### src/pkg/ouas_pkg.sv
// Constants, carriers and state types of the output unit alarm/status block.
// Assumes a 10 MHz module clock and a host that refreshes words of the shared I/O area.
package ouas_pkg;

  localparam int          NCH_MAX       = 8;
  localparam int          IO_WORDS      = 9;

  // Shared I/O area addressing (word addresses)
  localparam logic [15:0] IO_BASE       = 16'h07D0;
  localparam logic [15:0] IO_STRIDE     = 16'h000A;
  localparam logic [15:0] OFS_CTRL      = 16'h0000;
  localparam logic [15:0] OFS_CAL_CTRL  = 16'h0001;
  localparam logic [15:0] OFS_SV0       = 16'h0001;
  localparam logic [15:0] OFS_STATUS    = 16'h0009;
  localparam logic [6:0]  UNIT_MAX      = 7'h5F;

  // Status word and calibration control word field positions
  localparam int          B_SV_LO       = 0;
  localparam int          B_SCALE       = 8;
  localparam int          B_HOLD        = 10;
  localparam int          B_MODE        = 12;
  localparam int          B_CHSEL       = 13;
  localparam int          B_NVFAIL      = 14;
  localparam int          B_CALMODE     = 15;
  localparam int          B_COMMIT      = 4;
  localparam logic [15:0] STATUS_RST    = 16'h0000;
  localparam logic [15:0] WORD_RST      = 16'h0000;

  // Value ranges
  localparam logic [15:0] SV_MIN        = 16'hFF38;
  localparam logic [15:0] SV_MAX        = 16'h1068;
  localparam logic [15:0] FULL_SCALE    = 16'h0FA0;
  localparam logic [15:0] ZERO_OUT      = 16'h0000;
  localparam logic [15:0] SCALE_MIN     = 16'h8300;
  localparam logic [15:0] SCALE_MAX     = 16'h7D00;
  localparam logic [15:0] HOLD_CLR      = 16'h0000;
  localparam logic [15:0] HOLD_LAST     = 16'h0001;
  localparam logic [15:0] HOLD_MAX      = 16'h0002;
  localparam logic [7:0]  MODE_A        = 8'h00;
  localparam logic [7:0]  MODE_B        = 8'h01;
  localparam logic [7:0]  CAL_SEL_LO    = 8'h11;
  localparam logic [7:0]  CAL_SEL_HI    = 8'h14;

  // Timing
  localparam int          CLK_HZ        = 10_000_000;
  localparam int          FLASH_HALF_MS = 250;
  localparam int          FLASH_HALF_CYC = FLASH_HALF_MS * (CLK_HZ / 1000);
  localparam int          RESTART_MS    = 1;
  localparam int          RESTART_CYC   = RESTART_MS * (CLK_HZ / 1000);

  typedef struct packed {
    logic        scale_en;
    logic [15:0] scale_lo;
    logic [15:0] scale_hi;
    logic [15:0] hold_code;
    logic [7:0]  conv_mode;
    logic [7:0]  op_mode;
    logic [7:0]  ch_en;
  } ouas_cfg_t;

  typedef struct packed {
    logic bus_err;
    logic host_wdt;
    logic host_timeout;
    logic unit_dup;
    logic io_mismatch;
    logic host_run_mode;
  } ouas_host_t;

  typedef logic [NCH_MAX-1:0][15:0] ouas_outs_t;

  typedef enum logic [1:0] {OM_ZERO, OM_FREEZE, OM_HOLD, OM_SET} ouas_omode_t;
  typedef enum logic [0:0] {ST_RESTART, ST_RUN} ouas_state_t;

endpackage

### src/core/ouas_top.sv
// Alarm/status logic of a multi-channel analogue output unit: lamps, status word, drive modes.
// Assumes host-side fault inputs and configuration on clock_i; switch pins are asynchronous.
`timescale 1ns/10ps
module ouas_top #(
  parameter int NUM_CH         = 8,
  parameter int FLASH_HALF_CYC = ouas_pkg::FLASH_HALF_CYC,
  parameter int RESTART_CYC    = ouas_pkg::RESTART_CYC
) (
  input  wire logic                 clock_i,
  input  wire logic                 srst_i,
  input  wire logic [6:0]           unit_no_i,
  input  wire logic                 cal_sw_i,
  input  wire ouas_pkg::ouas_host_t host_i,
  input  wire ouas_pkg::ouas_cfg_t  cfg_i,
  input  wire logic                 restart_i,
  input  wire logic                 nv_fail_i,
  input  wire logic                 bus_wr_i,
  input  wire logic                 bus_rd_i,
  input  wire logic [15:0]          bus_addr_i,
  input  wire logic [15:0]          bus_wdata_i,
  output logic [15:0]               bus_rdata_o,
  output logic                      bus_rvalid_o,
  output ouas_pkg::ouas_outs_t      chan_out_o,
  output logic                      run_lamp_o,
  output logic                      unit_alarm_lamp_o,
  output logic                      host_fault_lamp_o,
  output logic                      calibration_lamp_o
);
  import ouas_pkg::*;

  // Pin synchronisers: three stages, value taken once stages two and three agree
  logic [6:0]  unit_s1, unit_s2, unit_s3, unit_q;
  logic        cal_s1, cal_s2, cal_s3, cal_q;
  logic [6:0]  next_unit_q;
  logic        next_cal_q;

  always_comb begin
    next_unit_q = (unit_s2 == unit_s3) ? unit_s3 : unit_q;
    next_cal_q  = (cal_s2 == cal_s3) ? cal_s3 : cal_q;
  end

  always_ff @(posedge clock_i) begin
    if (srst_i) begin
      unit_s1 <= 7'h00;
      unit_s2 <= 7'h00;
      unit_s3 <= 7'h00;
      unit_q  <= 7'h00;
      cal_s1  <= 1'b0;
      cal_s2  <= 1'b0;
      cal_s3  <= 1'b0;
      cal_q   <= 1'b0;
    end else begin
      unit_s1 <= unit_no_i;
      unit_s2 <= unit_s1;
      unit_s3 <= unit_s2;
      unit_q  <= next_unit_q;
      cal_s1  <= cal_sw_i;
      cal_s2  <= cal_s1;
      cal_s3  <= cal_s2;
      cal_q   <= next_cal_q;
    end
  end

  // Shared I/O area decode
  logic [15:0] base;
  logic [15:0] ofs;
  logic        unit_bad;
  logic [IO_WORDS-1:0][15:0] io_words, next_io_words;

  always_comb begin
    base     = 16'(IO_BASE + 16'(16'(unit_q) * IO_STRIDE));
    ofs      = 16'(bus_addr_i - base);
    unit_bad = (unit_q > UNIT_MAX) || host_i.unit_dup;
  end

  always_comb begin
    next_io_words = io_words;
    if (bus_wr_i && (ofs < 16'(IO_WORDS)))
      next_io_words[ofs[3:0]] = bus_wdata_i;
  end

  always_ff @(posedge clock_i) begin
    if (srst_i)
      io_words <= '{default: WORD_RST};
    else
      io_words <= next_io_words;
  end

  // Calibration-mode view of the words
  logic [7:0]  cal_sel;
  logic [7:0]  cal_idx;
  logic        commit;
  logic        chsel_err;
  logic        host_mode_err;

  always_comb begin
    cal_sel       = io_words[OFS_CTRL[3:0]][7:0];
    cal_idx       = 8'(cal_sel - CAL_SEL_LO);
    commit        = io_words[OFS_CAL_CTRL[3:0]][B_COMMIT];
    chsel_err     = cal_q && ((cal_sel < CAL_SEL_LO) || (cal_sel > CAL_SEL_HI) ||
                    (cal_idx >= 8'(NUM_CH)) || !cfg_i.ch_en[cal_idx[2:0]]);
    host_mode_err = cal_q && host_i.host_run_mode;
  end

  // Setup checks
  logic scale_bad, hold_bad, mode_bad;

  always_comb begin
    scale_bad = cfg_i.scale_en &&
                (($signed(cfg_i.scale_lo) < $signed(SCALE_MIN)) ||
                 ($signed(cfg_i.scale_lo) > $signed(SCALE_MAX)) ||
                 ($signed(cfg_i.scale_hi) < $signed(SCALE_MIN)) ||
                 ($signed(cfg_i.scale_hi) > $signed(SCALE_MAX)) ||
                 ((cfg_i.scale_lo == cfg_i.scale_hi) &&
                  (cfg_i.scale_lo != ZERO_OUT)));
    hold_bad  = cfg_i.hold_code > HOLD_MAX;
    mode_bad  = ((cfg_i.conv_mode != MODE_A) && (cfg_i.conv_mode != MODE_B)) ||
                ((cfg_i.op_mode != MODE_A) && (cfg_i.op_mode != MODE_B));
  end

  // Control state: restart sequencing, sticky setup and storage flags, lamp flash
  ouas_state_t state, next_state;
  logic [23:0] rst_cnt, next_rst_cnt;
  logic [23:0] flash_cnt, next_flash_cnt;
  logic        flash, next_flash;
  logic        scale_f, hold_f, mode_f;
  logic        next_scale_f, next_hold_f, next_mode_f;
  logic        nvf, next_nvf;
  logic        nvf_armed, next_nvf_armed;
  logic        commit_d, next_commit_d;
  logic        setup_any;

  always_comb begin
    next_state     = state;
    next_rst_cnt   = rst_cnt;
    next_scale_f   = scale_f;
    next_hold_f    = hold_f;
    next_mode_f    = mode_f;
    next_nvf       = nvf;
    next_nvf_armed = nvf_armed;
    next_commit_d  = commit;
    next_flash     = 1'b0;
    next_flash_cnt = 24'h000000;
    case (state)
      ST_RESTART: begin
        // Setup flags cleared only here
        next_scale_f = 1'b0;
        next_hold_f  = 1'b0;
        next_mode_f  = 1'b0;
        if (rst_cnt >= 24'(RESTART_CYC - 1))
          next_state = ST_RUN;
        else
          next_rst_cnt = 24'(rst_cnt + 24'h000001);
      end
      ST_RUN: begin
        next_scale_f = scale_f | scale_bad;
        next_hold_f  = hold_f | hold_bad;
        next_mode_f  = mode_f | mode_bad;
      end
      default: next_state = ST_RESTART;
    endcase
    if (restart_i) begin
      next_state   = ST_RESTART;
      next_rst_cnt = 24'h000000;
    end
    // Storage failure recovery: a commit rise then fall clears; a new failure wins
    if (nvf && commit && !commit_d)
      next_nvf_armed = 1'b1;
    if (nvf_armed && !commit && commit_d) begin
      next_nvf       = 1'b0;
      next_nvf_armed = 1'b0;
    end
    if (cal_q && nv_fail_i) begin
      next_nvf       = 1'b1;
      next_nvf_armed = 1'b0;
    end
    if (cal_q) begin
      next_flash     = flash;
      next_flash_cnt = 24'(flash_cnt + 24'h000001);
      if (flash_cnt >= 24'(FLASH_HALF_CYC - 1)) begin
        next_flash     = !flash;
        next_flash_cnt = 24'h000000;
      end
    end
  end

  always_ff @(posedge clock_i) begin
    if (srst_i) begin
      state     <= ST_RESTART;
      rst_cnt   <= 24'h000000;
      flash_cnt <= 24'h000000;
      flash     <= 1'b0;
      scale_f   <= 1'b0;
      hold_f    <= 1'b0;
      mode_f    <= 1'b0;
      nvf       <= 1'b0;
      nvf_armed <= 1'b0;
      commit_d  <= 1'b0;
    end else begin
      state     <= next_state;
      rst_cnt   <= next_rst_cnt;
      flash_cnt <= next_flash_cnt;
      flash     <= next_flash;
      scale_f   <= next_scale_f;
      hold_f    <= next_hold_f;
      mode_f    <= next_mode_f;
      nvf       <= next_nvf;
      nvf_armed <= next_nvf_armed;
      commit_d  <= next_commit_d;
    end
  end

  // Unit-wide drive mode, in falling priority
  ouas_omode_t omode;
  logic        restarting;

  always_comb begin
    setup_any  = scale_f | hold_f | mode_f;
    restarting = (state == ST_RESTART);
    if (restarting)
      omode = OM_ZERO;
    else if (unit_bad)
      omode = OM_ZERO;
    else if (cal_q) begin
      if (host_mode_err || chsel_err)
        omode = OM_ZERO;
      else
        omode = OM_FREEZE;
    end else if (host_i.host_timeout)
      omode = OM_FREEZE;
    else if (host_i.bus_err || host_i.host_wdt)
      omode = OM_HOLD;
    else if (setup_any)
      omode = OM_HOLD;
    else
      omode = OM_SET;
  end

  // Channels; those beyond NUM_CH report no error and drive zero
  logic [NCH_MAX-1:0] sv_err;
  ouas_outs_t         ch_out;

  for (genvar g = 0; g < NCH_MAX; g++) begin : g_ch
    if (g < NUM_CH) begin : g_used
      ouas_chan u_chan (
        .clock_i     (clock_i),
        .srst_i      (srst_i),
        .omode_i     (omode),
        .set_val_i   (io_words[OFS_SV0[3:0] + g]),
        .hold_code_i (cfg_i.hold_code),
        .ch_en_i     (cfg_i.ch_en[g]),
        .conv_en_i   (io_words[OFS_CTRL[3:0]][g]),
        .sv_err_o    (sv_err[g]),
        .out_o       (ch_out[g])
      );
    end else begin : g_unused
      assign sv_err[g] = 1'b0;
      assign ch_out[g] = ZERO_OUT;
    end
  end

  // Status word, lamps and read answer
  logic [15:0] status, next_status;
  logic        next_run, next_ualarm, next_hfault;
  logic [15:0] next_rdata;

  always_comb begin
    next_status = STATUS_RST;
    if (host_mode_err)
      next_status[B_CALMODE] = 1'b1;
    else begin
      if (!cal_q)
        next_status[B_SV_LO +: NCH_MAX] = sv_err & {NCH_MAX{!restarting}};
      next_status[B_SCALE]   = scale_f;
      next_status[B_HOLD]    = hold_f;
      next_status[B_MODE]    = mode_f;
      next_status[B_CHSEL]   = chsel_err;
      next_status[B_NVFAIL]  = nvf;
      next_status[B_CALMODE] = cal_q;
    end
    // Bit 15 alone is the mode indicator, not an alarm
    next_ualarm = (|next_status[B_CALMODE-1:0]) || host_mode_err;
    next_run    = !restarting && !setup_any && !unit_bad;
    next_hfault = host_i.bus_err || host_i.host_wdt || host_i.host_timeout ||
                  unit_bad || host_i.io_mismatch;
    next_rdata  = (bus_rd_i && (ofs == OFS_STATUS)) ? status : WORD_RST;
  end

  always_ff @(posedge clock_i) begin
    if (srst_i) begin
      status             <= STATUS_RST;
      bus_rdata_o        <= WORD_RST;
      bus_rvalid_o       <= 1'b0;
      chan_out_o         <= '{default: ZERO_OUT};
      run_lamp_o         <= 1'b0;
      unit_alarm_lamp_o  <= 1'b0;
      host_fault_lamp_o  <= 1'b0;
      calibration_lamp_o <= 1'b0;
    end else begin
      status             <= next_status;
      bus_rdata_o        <= next_rdata;
      bus_rvalid_o       <= bus_rd_i;
      chan_out_o         <= ch_out;
      run_lamp_o         <= next_run;
      unit_alarm_lamp_o  <= next_ualarm;
      host_fault_lamp_o  <= next_hfault;
      calibration_lamp_o <= flash;
    end
  end
endmodule // ouas_top

### src/core/ouas_chan.sv
// One analogue output channel: range check of the set value and output drive selection.
// Assumes the parent supplies a drive mode already resolved from unit-wide faults.
`timescale 1ns/10ps
module ouas_chan (
  input  wire logic               clock_i,
  input  wire logic               srst_i,
  input  wire ouas_pkg::ouas_omode_t omode_i,
  input  wire logic [15:0]        set_val_i,
  input  wire logic [15:0]        hold_code_i,
  input  wire logic               ch_en_i,
  input  wire logic               conv_en_i,
  output logic                    sv_err_o,
  output logic [15:0]             out_o
);
  import ouas_pkg::*;

  logic [15:0] next_out;
  logic [15:0] hold_val;

  // Signed window check; clears itself once the host writes a legal value
  always_comb begin
    sv_err_o = ($signed(set_val_i) < $signed(SV_MIN)) ||
               ($signed(set_val_i) > $signed(SV_MAX));
  end

  always_comb begin
    case (hold_code_i)
      HOLD_CLR:  hold_val = ZERO_OUT;
      HOLD_LAST: hold_val = out_o;
      HOLD_MAX:  hold_val = FULL_SCALE;
      default:   hold_val = ZERO_OUT;
    endcase
  end

  always_comb begin
    case (omode_i)
      OM_ZERO:   next_out = ZERO_OUT;
      OM_FREEZE: next_out = out_o;
      OM_HOLD:   next_out = hold_val;
      OM_SET: begin
        if (!ch_en_i)
          next_out = ZERO_OUT;
        else if (!conv_en_i || sv_err_o)
          next_out = hold_val;
        else
          next_out = set_val_i;
      end
      default:   next_out = ZERO_OUT;
    endcase
  end

  always_ff @(posedge clock_i) begin
    if (srst_i)
      out_o <= ZERO_OUT;
    else
      out_o <= next_out;
  end
endmodule // ouas_chan

### config.mk
export PLATFORM = sky130hd
export DESIGN_NAME = ouas_top
export DESIGN_NICKNAME = d
export VERILOG_FILES = /design/src/pkg/ouas_pkg.sv /design/src/core/ouas_top.sv /design/src/core/ouas_chan.sv
export SDC_FILE = /design/constraint.sdc
export NUM_CORES = 1
export LEC_CHECK = 0
export BUFFER_PORTS_ARGS = -buffer_cell sky130_fd_sc_hd__clkbuf_2
export CAP_MARGIN = 20
export CORE_AREA = 2 2 188 190
export DETAILED_ROUTE_END_ITERATION = 8
export DIE_AREA = 0 0 190 192
export PLACE_DENSITY = 0.8
export SYNTH_ARGS = -nofsm -noshare
export SYNTH_HDL_FRONTEND = slang
export SYNTH_SLANG_ARGS = --single-unit
### constraint.sdc
create_clock -name clock_i -period 5.9 [get_ports clock_i]
set_input_delay 1.18 -clock clock_i [delete_from_list [all_inputs] [get_ports clock_i]]
set_output_delay 1.18 -clock clock_i [all_outputs]
set_load 0.02 [all_outputs]
==> flow_metrics.py, run 1 <==
metrics = {
    "yosys": {
        "synth.distinct_cells": 76,
        "seq_area_frac_synth_pct": 53.2,
        "synthCells": 1875,
        "synth.area.top_cells": "dfxtp_1, mux2i_1, nor2b_1, nand2_1, a22o_1",
        "yosys.area.top_type_share_pct": 53.2,
        "synthTopCellsByCount": "dfxtp_1, nand2_1, nor2b_1",
        "synth_edf_count": 0,
        "ys_warn_count": 0,
        "synth_ff_type": "dfxtp_1",
        "synthMostInstantiatedCell": "dfxtp_1",
        "syn_area_um2": 19300,
        "syn_avg_cell_area_um2": 10.3,
        "ys_seq_elements": 513,
        "yosysTopAreaCell": "dfxtp_1",
        "synthArstFlopShare_pct": 0,
    },
    "worst_setup_path": {
        "cp_cell_sequence": "ha_1 -> ha_1 -> fa_1 -> a21o_1 -> a21oi_1 -> nor2b_1 -> o21ai_0 -> ha_1 -> ha_1 -> xor2_1 -> or3_1 -> o311ai_1 -> nand3_2 -> or4_4 -> mux2i_1",
        "path_buf_inv": 0,
        "cp_data_arrival_time_ps": 5430,
        "cpLargestDelayFamily": "adder cells",
        "crit_type": "reg2reg",
        "required_ps": 6320,
        "worst_path_most_repeated_cell": "ha_1",
        "crit_fanout": 16,
        "crit_path_end_kind": "flip-flop",
        "slowest_stage": "or4_4",
        "startpoint_type": "flip-flop",
        "max_stage_delay_ps": 790,
    },
    "floorplanning": {
        "start_util_pct": 56.4,
        "fp.dieW_um": 190,
        "dieArea_um2": 36500,
        "die_y_um": 192,
        "num_rows": 68,
        "core_area_um2": 34300,
        "io_pins": 274,
    },
    "clock_tree": {
        "cts.sinks": 513,
        "numCtsBuffers": 50,
        "htree_levels": 2,
        "clk_latency_ps": 570,
        "clk_pin_slew_ps": 60,
        "post_cts_buffers": 0,
        "cts-resized-gates": 0,
        "cts-root-buf": "clkbuf_16",
        "cts_tree": "yes",
        "hold_buffers": 0,
        "clk_path_buf_depth": 3,
    },
    "grt": {
        "antenna_found_initial": 7,
        "track_usage_pct": 26.5,
        "grt_pass1_vias": 14570,
        "grt_pass1_wl_mm": 76.6,
        "grt_start_max_net_pins": 103,
        "overflow": 0,
    },
    "detailed_routing": {
        "vias": 15077,
        "drt_wl_total_mm": 49.1,
        "wl_per_cell_um": 18.7,
        "drt-initial-drc-count": 1170,
        "post-route-drc-count": 0,
        "avgViaCountPerCell": 5.73,
        "drt.antenna.violating_nets": 0,
        "dr.pass1.iters": 6,
    },
    "placed_design": {
        "dpl.hpwl_mm": 33.8,
        "place_congestion": 0.906,
        "io_buffers": 269,
        "dpl.cell_count": 2532,
        "pre_cts_slack_ps": 905,
    },
    "timing": {
        "hold_slack_ps": 425,
        "max_freq_ghz": 0.199,
        "period_share_pct": 85.0,
        "final.setup.tns_ps": 0,
        "setup_slack_ps": 887,
        "rsz0062_at_grt": "false",
        "slew_headroom_pct": 26.5,
        "hold_viol": 0,
        "finalSetupViolCount": 0,
        "clock_skew_ps": 17.8,
        "min_period_ps": 5010,
        "worstMarginPinSlew_ps": 1090,
        "drv_slew": 0,
    },
    "cells_and_area": {
        "layout-drive-gt1-share_pct": 18.4,
        "fin_cells": 2632,
        "area_delta_synth_final_pct": 16.9,
        "final_util_pct": 65.9,
        "fin_nets": 2292,
        "fillers": 2628,
    },
    "power_and_ir_drop": {
        "ir_drop_v": 0.000213,
        "power.leakage_nw": 9.96,
        "power_density_nw_per_um2": 304,
    },
    "worst_hold_path": {
        "min_path_type": "reg2reg",
    },
    "run": {
        "drv_cap": 0,
    },
    "status": {
        "outcome": "completed",
    },
}
## flip-flops by register name, indices dropped and copies added (netlist names), 8 cells and up
register	count
status	14
chan_out_o	128
bus_rdata_o	14
io_words	127
rst_cnt	24
flash_cnt	24
g_ch.g_used.u_chan.out_o	128
cal_sel	8
## report_power, final
| group | switching (mW) | leakage [nW] | internal [mW] | total (mW) |
|---|---|---|---|---|
| clock network | 1.30 | 0.801 | 1.79 | 3.09 |
| logic | 0.194 | 5.02 | 0.101 | 0.295 |
| registers | 0.00531 | 4.14 | 3.47 | 3.48 |
## worst register-to-register path, stage by stage, from the launching register on
cell	delay, ps
dfxtp_1	380
ha_1	250
ha_1	230
fa_1	410
a21o_1	200
a21oi_1	210
nor2b_1	60
o21ai_0	190
ha_1	270
ha_1	390
xor2_1	200
or3_1	360
o311ai_1	380
nand3_2	330
or4_4	790
mux2i_1	210
## metrics by stage
stage                     power [mW]  cell area [um^2]
after global placement          3.83             20900
after CTS                       6.91             22600
after global routing            7.08             22600
after detailed placement        3.84             20900
final                           6.86             22600
after floorplan                 3.73             19300
## cell families (layout without fill, tap and decap cells)
group                      Yosys count  count (layout)  share of synthesized area (%)
DFF                                513             513                           53.2
buffers and inverters              125             418                           3.09
xor gates and xnor gates            61              61                           2.76
and+or+nand+nor                    699             699                           19.2
muxes                              152             152                           8.00
adders and majority gates           35              35                           2.34
other                                1              10                         0.0194
AOI/OAI and AO/OA                  289             289                           11.4
## layout by cell type (no fill, tap or decap), types with 39 or more instances in the layout
master and n:
clkbuf_16 51, a21oi_1 45, nand3_1 49, clkbuf_2 269, nand2_1 200, dfxtp_1 513, mux2i_1 147, nor2_1 89
a22o_1 68, nor2b_1 153, inv_1 39
## layer usage
| layer | vias up | routed length, um | part of all wire (%) | track usage [%] |
|---|---|---|---|---|
| li1 | 7159 | - | - | - |
| met1 | 7172 | 20100 | 41 | 32.5 |
| met2 | 621 | 23700 | 48 | 45.0 |
| met3 | 123 | 3500 | 7.1 | 5.15 |
| met4 | 2 | 1820 | 3.7 | 12.4 |
| met5 | - | 13 | 0.026 | 0 |
## worst paths after layout
path / startpoint / endpoint / slack (ps) / cells after the start
worst max-delay path: unit_q[3]$_SDFFE_PP0N_ / io_words[54]$_SDFFE_PP0P_ / 890 / 15
worst min-delay path: status[8]$_SDFF_PP0_ / bus_rdata_o[8]$_SDFF_PP0_ / 420 / 1
worst max register to register: unit_q[3]$_SDFFE_PP0N_ / io_words[54]$_SDFFE_PP0P_ / 890 / 15
worst min register to register: status[8]$_SDFF_PP0_ / bus_rdata_o[8]$_SDFF_PP0_ / 420 / 1
## final cells by class
| cell class | instances | area [um^2] | share of cell area, % |
|---|---|---|---|
| Multi-Input combinational cell | 1240 | 8480 | 37.5 |
| Antenna cell | 6 | 15.0 | 0.0665 |
| Clock buffer | 75 | 1490 | 6.58 |
| Tap cell | 455 | 569 | 2.52 |
| Clock inverter | 16 | 133 | 0.587 |
| Inverter | 40 | 153 | 0.676 |
| Timing Repair Buffer | 287 | 1490 | 6.57 |
| Sequential cell | 513 | 10300 | 45.5 |
No activity file was read; power rests on OpenSTA's default activity.
==> run 2: changes to the inputs <==
--- a/config.mk
+++ b/config.mk
@@ -7,10 +7,10 @@
 export LEC_CHECK = 0
 export BUFFER_PORTS_ARGS = -buffer_cell sky130_fd_sc_hd__clkbuf_2
 export CAP_MARGIN = 20
-export CORE_AREA = 2 2 188 190
+export CORE_AREA = 2 2 198 200
 export DETAILED_ROUTE_END_ITERATION = 8
-export DIE_AREA = 0 0 190 192
-export PLACE_DENSITY = 0.8
+export DIE_AREA = 0 0 200 202
+export PLACE_DENSITY = 0.77
 export SYNTH_ARGS = -nofsm -noshare
 export SYNTH_HDL_FRONTEND = slang
 export SYNTH_SLANG_ARGS = --single-unit
==> constraint.sdc (replaced) <==
create_clock -name clock_i -period 4.14 [get_ports clock_i]
set_input_delay 0.828 -clock clock_i [delete_from_list [all_inputs] [get_ports clock_i]]
set_output_delay 0.828 -clock clock_i [all_outputs]
set_load 0.02 [all_outputs]
==> run 2 against run 1 <==
Sequential share of layout area decreased by 2.3 points. Hold slack improved by 9.2 ps. Clock-buffer cell count unchanged. Largest power group unchanged. Critical endpoint is now io_words[87]$_SDFFE_PP0P_. Global-route usage decreased by 0.63 points. Clock skew increased by 10 ps. Sequential power increased by 43%. The flow now finishes with violations (negative setup slack). Sequential cell count unchanged. Critical path depth increased by 1. Utilization decreased by 3.6 points. Design area increased by 5.5%. Clock power increased by 49%. Die area increased by 11%.
==> flow_metrics.py, run 2 (same netlist as run 1, synthesis figures left out) <==
metrics = {
    "status": {
        "outcome": "finished with violations",
        "violations": "negative setup slack",
    },
    "placed_design": {
        "dpl.hpwl_mm": 35.8,
        "pre_cts_slack_ps": -291,
        "place_congestion": 0.926,
        "io_buffers": 269,
        "dpl.cell_count": 2635,
    },
    "clock_tree": {
        "hold_buffers": 0,
        "numCtsBuffers": 51,
        "clk_path_buf_depth": 3,
        "htree_levels": 2,
        "cts-root-buf": "clkbuf_16",
        "cts_tree": "yes",
        "clk_latency_ps": 590,
        "clk_pin_slew_ps": 60,
        "cts.sinks": 513,
    },
    "detailed_routing": {
        "wl_per_cell_um": 19.2,
        "avgViaCountPerCell": 5.63,
        "drt_wl_total_mm": 53.1,
        "dr.pass1.iters": 8,
        "drt.antenna.violating_nets": 0,
        "post-route-drc-count": 0,
        "drt-initial-drc-count": 1220,
        "vias": 15565,
    },
    "grt": {
        "grt_pass1_vias": 15241,
        "antenna_found_initial": 5,
        "grt_start_max_net_pins": 73,
        "track_usage_pct": 25.9,
        "overflow": 0,
        "grt_pass1_wl_mm": 81.1,
    },
    "timing": {
        "clock_skew_ps": 28.0,
        "slew_headroom_pct": 30.8,
        "period_share_pct": 106,
        "max_freq_ghz": 0.227,
        "drv_slew": 0,
        "worstMarginPinSlew_ps": 1030,
        "finalSetupViolCount": 150,
        "rsz0062_at_grt": "true",
        "setup_slack_ps": -256,
        "hold_viol": 0,
        "min_period_ps": 4400,
    },
    "power_and_ir_drop": {
        "ir_drop_v": 0.000296,
        "power.leakage_nw": 10.4,
        "power_switching_mw": 2.25,
        "intPower_mw": 7.90,
        "swShare_pct": 22.2,
        "power_density_nw_per_um2": 426,
        "p_seq_share_pct": 48.8,
        "pwr-share-clk_pct": 45.3,
        "combPwrFrac_pct": 5.9,
    },
    "worst_setup_path": {
        "max_stage_delay_ps": 610,
        "worst_path_most_repeated_cell": "ha_4",
        "startpoint_type": "flip-flop",
        "crit_type": "reg2reg",
        "cpLargestDelayFamily": "simple AND/OR/NAND/NOR gates",
        "required_ps": 4580,
        "slowest_stage": "or4_4",
        "cp.depth": 16,
        "path_buf_inv": 2,
        "crit_fanout": 8,
        "cp_cell_sequence": "ha_1 -> ha_4 -> a21o_1 -> a21oi_2 -> nor2b_1 -> o21ai_2 -> ha_4 -> ha_4 -> or4_1 -> a221o_1 -> nor4_4 -> buf_4 -> nand2_8 -> buf_6 -> or4_4 -> mux2i_1",
        "crit_path_end_kind": "flip-flop",
        "cp_data_arrival_time_ps": 4840,
        "r2r_cells": 16,
    },
    "cells_and_area": {
        "area_delta_synth_final_pct": 23.4,
        "fin_nets": 2364,
        "layout_commonest_cell": "dfxtp_1",
        "fin_cells": 2766,
        "fillers": 3039,
        "layout-drive-gt1-share_pct": 22.9,
        "final_util_pct": 62.3,
        "reg.largest.list": "chan_out_o (128), g_ch.g_used.u_chan.out_o (128), io_words (127)",
        "final_cell_mix": "dfxtp_1, clkbuf_2, nand2_1",
    },
    "floorplanning": {
        "dieArea_um2": 40400,
        "io_pins": 274,
        "start_util_pct": 50.5,
        "num_rows": 72,
        "die_y_um": 202,
        "fp.dieW_um": 200,
        "core_area_um2": 38300,
    },
    "worst_hold_path": {
        "min_path_type": "reg2reg",
        "min_path_cells": 1,
    },
    "run": {
        "drv_cap": 0,
    },
}
-- run 2: path summary, 6_finish.rpt --
check / startpoint / slack, ps / to
max: unit_q[3]$_SDFFE_PP0N_ / -260 / io_words[87]$_SDFFE_PP0P_
max reg2reg: unit_q[3]$_SDFFE_PP0N_ / -260 / io_words[87]$_SDFFE_PP0P_
min: status[8]$_SDFF_PP0_ / 430 / bus_rdata_o[8]$_SDFF_PP0_
min reg2reg: status[8]$_SDFF_PP0_ / 430 / bus_rdata_o[8]$_SDFF_PP0_
-- run 2: metrics by stage --
step / power, mW / setup TNS, ps / area, um^2 / hold WS (ps)
5_1_grt: 10.4 / -48350 / 23800 / 447
4_1_cts: 10.2 / -23930 / 23700 / 426
3_5_place_dp: 5.54 / -32800 / 21500 / 412
2_1_floorplan: 5.35 / 0 / 19500 / 406
6_report: 10.1 / -20860 / 23800 / 434
3_3_place_gp: 5.53 / -23710 / 21500 / 415
-- run 2: per-layer routing --
layer	up-vias	track usage [%]	wire, um
met5	-	0	0
met4	0	13.7	2750
met3	152	4.10	4210
met2	653	42.5	24800
met1	7444	32.6	21400
li1	7316	-	-
-- run 2: layout make-up --
class | count | area (um^2) | share of cell area, %
Tap cell | 518 | 648 | 2.72
Multi-Input combinational cell | 1246 | 8900 | 37.4
Antenna cell | 5 | 12.5 | 0.0525
Clock inverter | 17 | 193 | 0.808
Sequential cell | 513 | 10300 | 43.1
Clock buffer | 75 | 1500 | 6.28
Timing Repair Buffer | 352 | 2150 | 9.00
Inverter | 40 | 153 | 0.640
-- run 2: power by group through the flow --
stage	sequential (mW)	combinational (mW)	clock, mW
after floorplan	5.07	0.282	0
after global placement	5.07	0.469	0
after detailed placement	5.07	0.478	0
after CTS	4.96	0.561	4.65
after global routing	4.95	0.641	4.85
final	4.96	0.601	4.59
-- run 2: worst register-to-register path, stage by stage, from the launching register on --
cell and delay (ps):
dfxtp_4 360, ha_1 340, ha_4 300, a21o_1 130
a21oi_2 70, nor2b_1 170, o21ai_2 100, ha_4 170
ha_4 150, or4_1 550, a221o_1 430, nor4_4 290
buf_4 200, nand2_8 100, buf_6 130, or4_4 610
mux2i_1 150
-- run 2: timing repair --
item,in CTS,in global routing
pin swaps,34,18
resized for setup,37,21
gates cloned,8,1
setup buffers,18,8
endpoints found under the setup margin,150,150
endpoints found under the hold margin,0,0
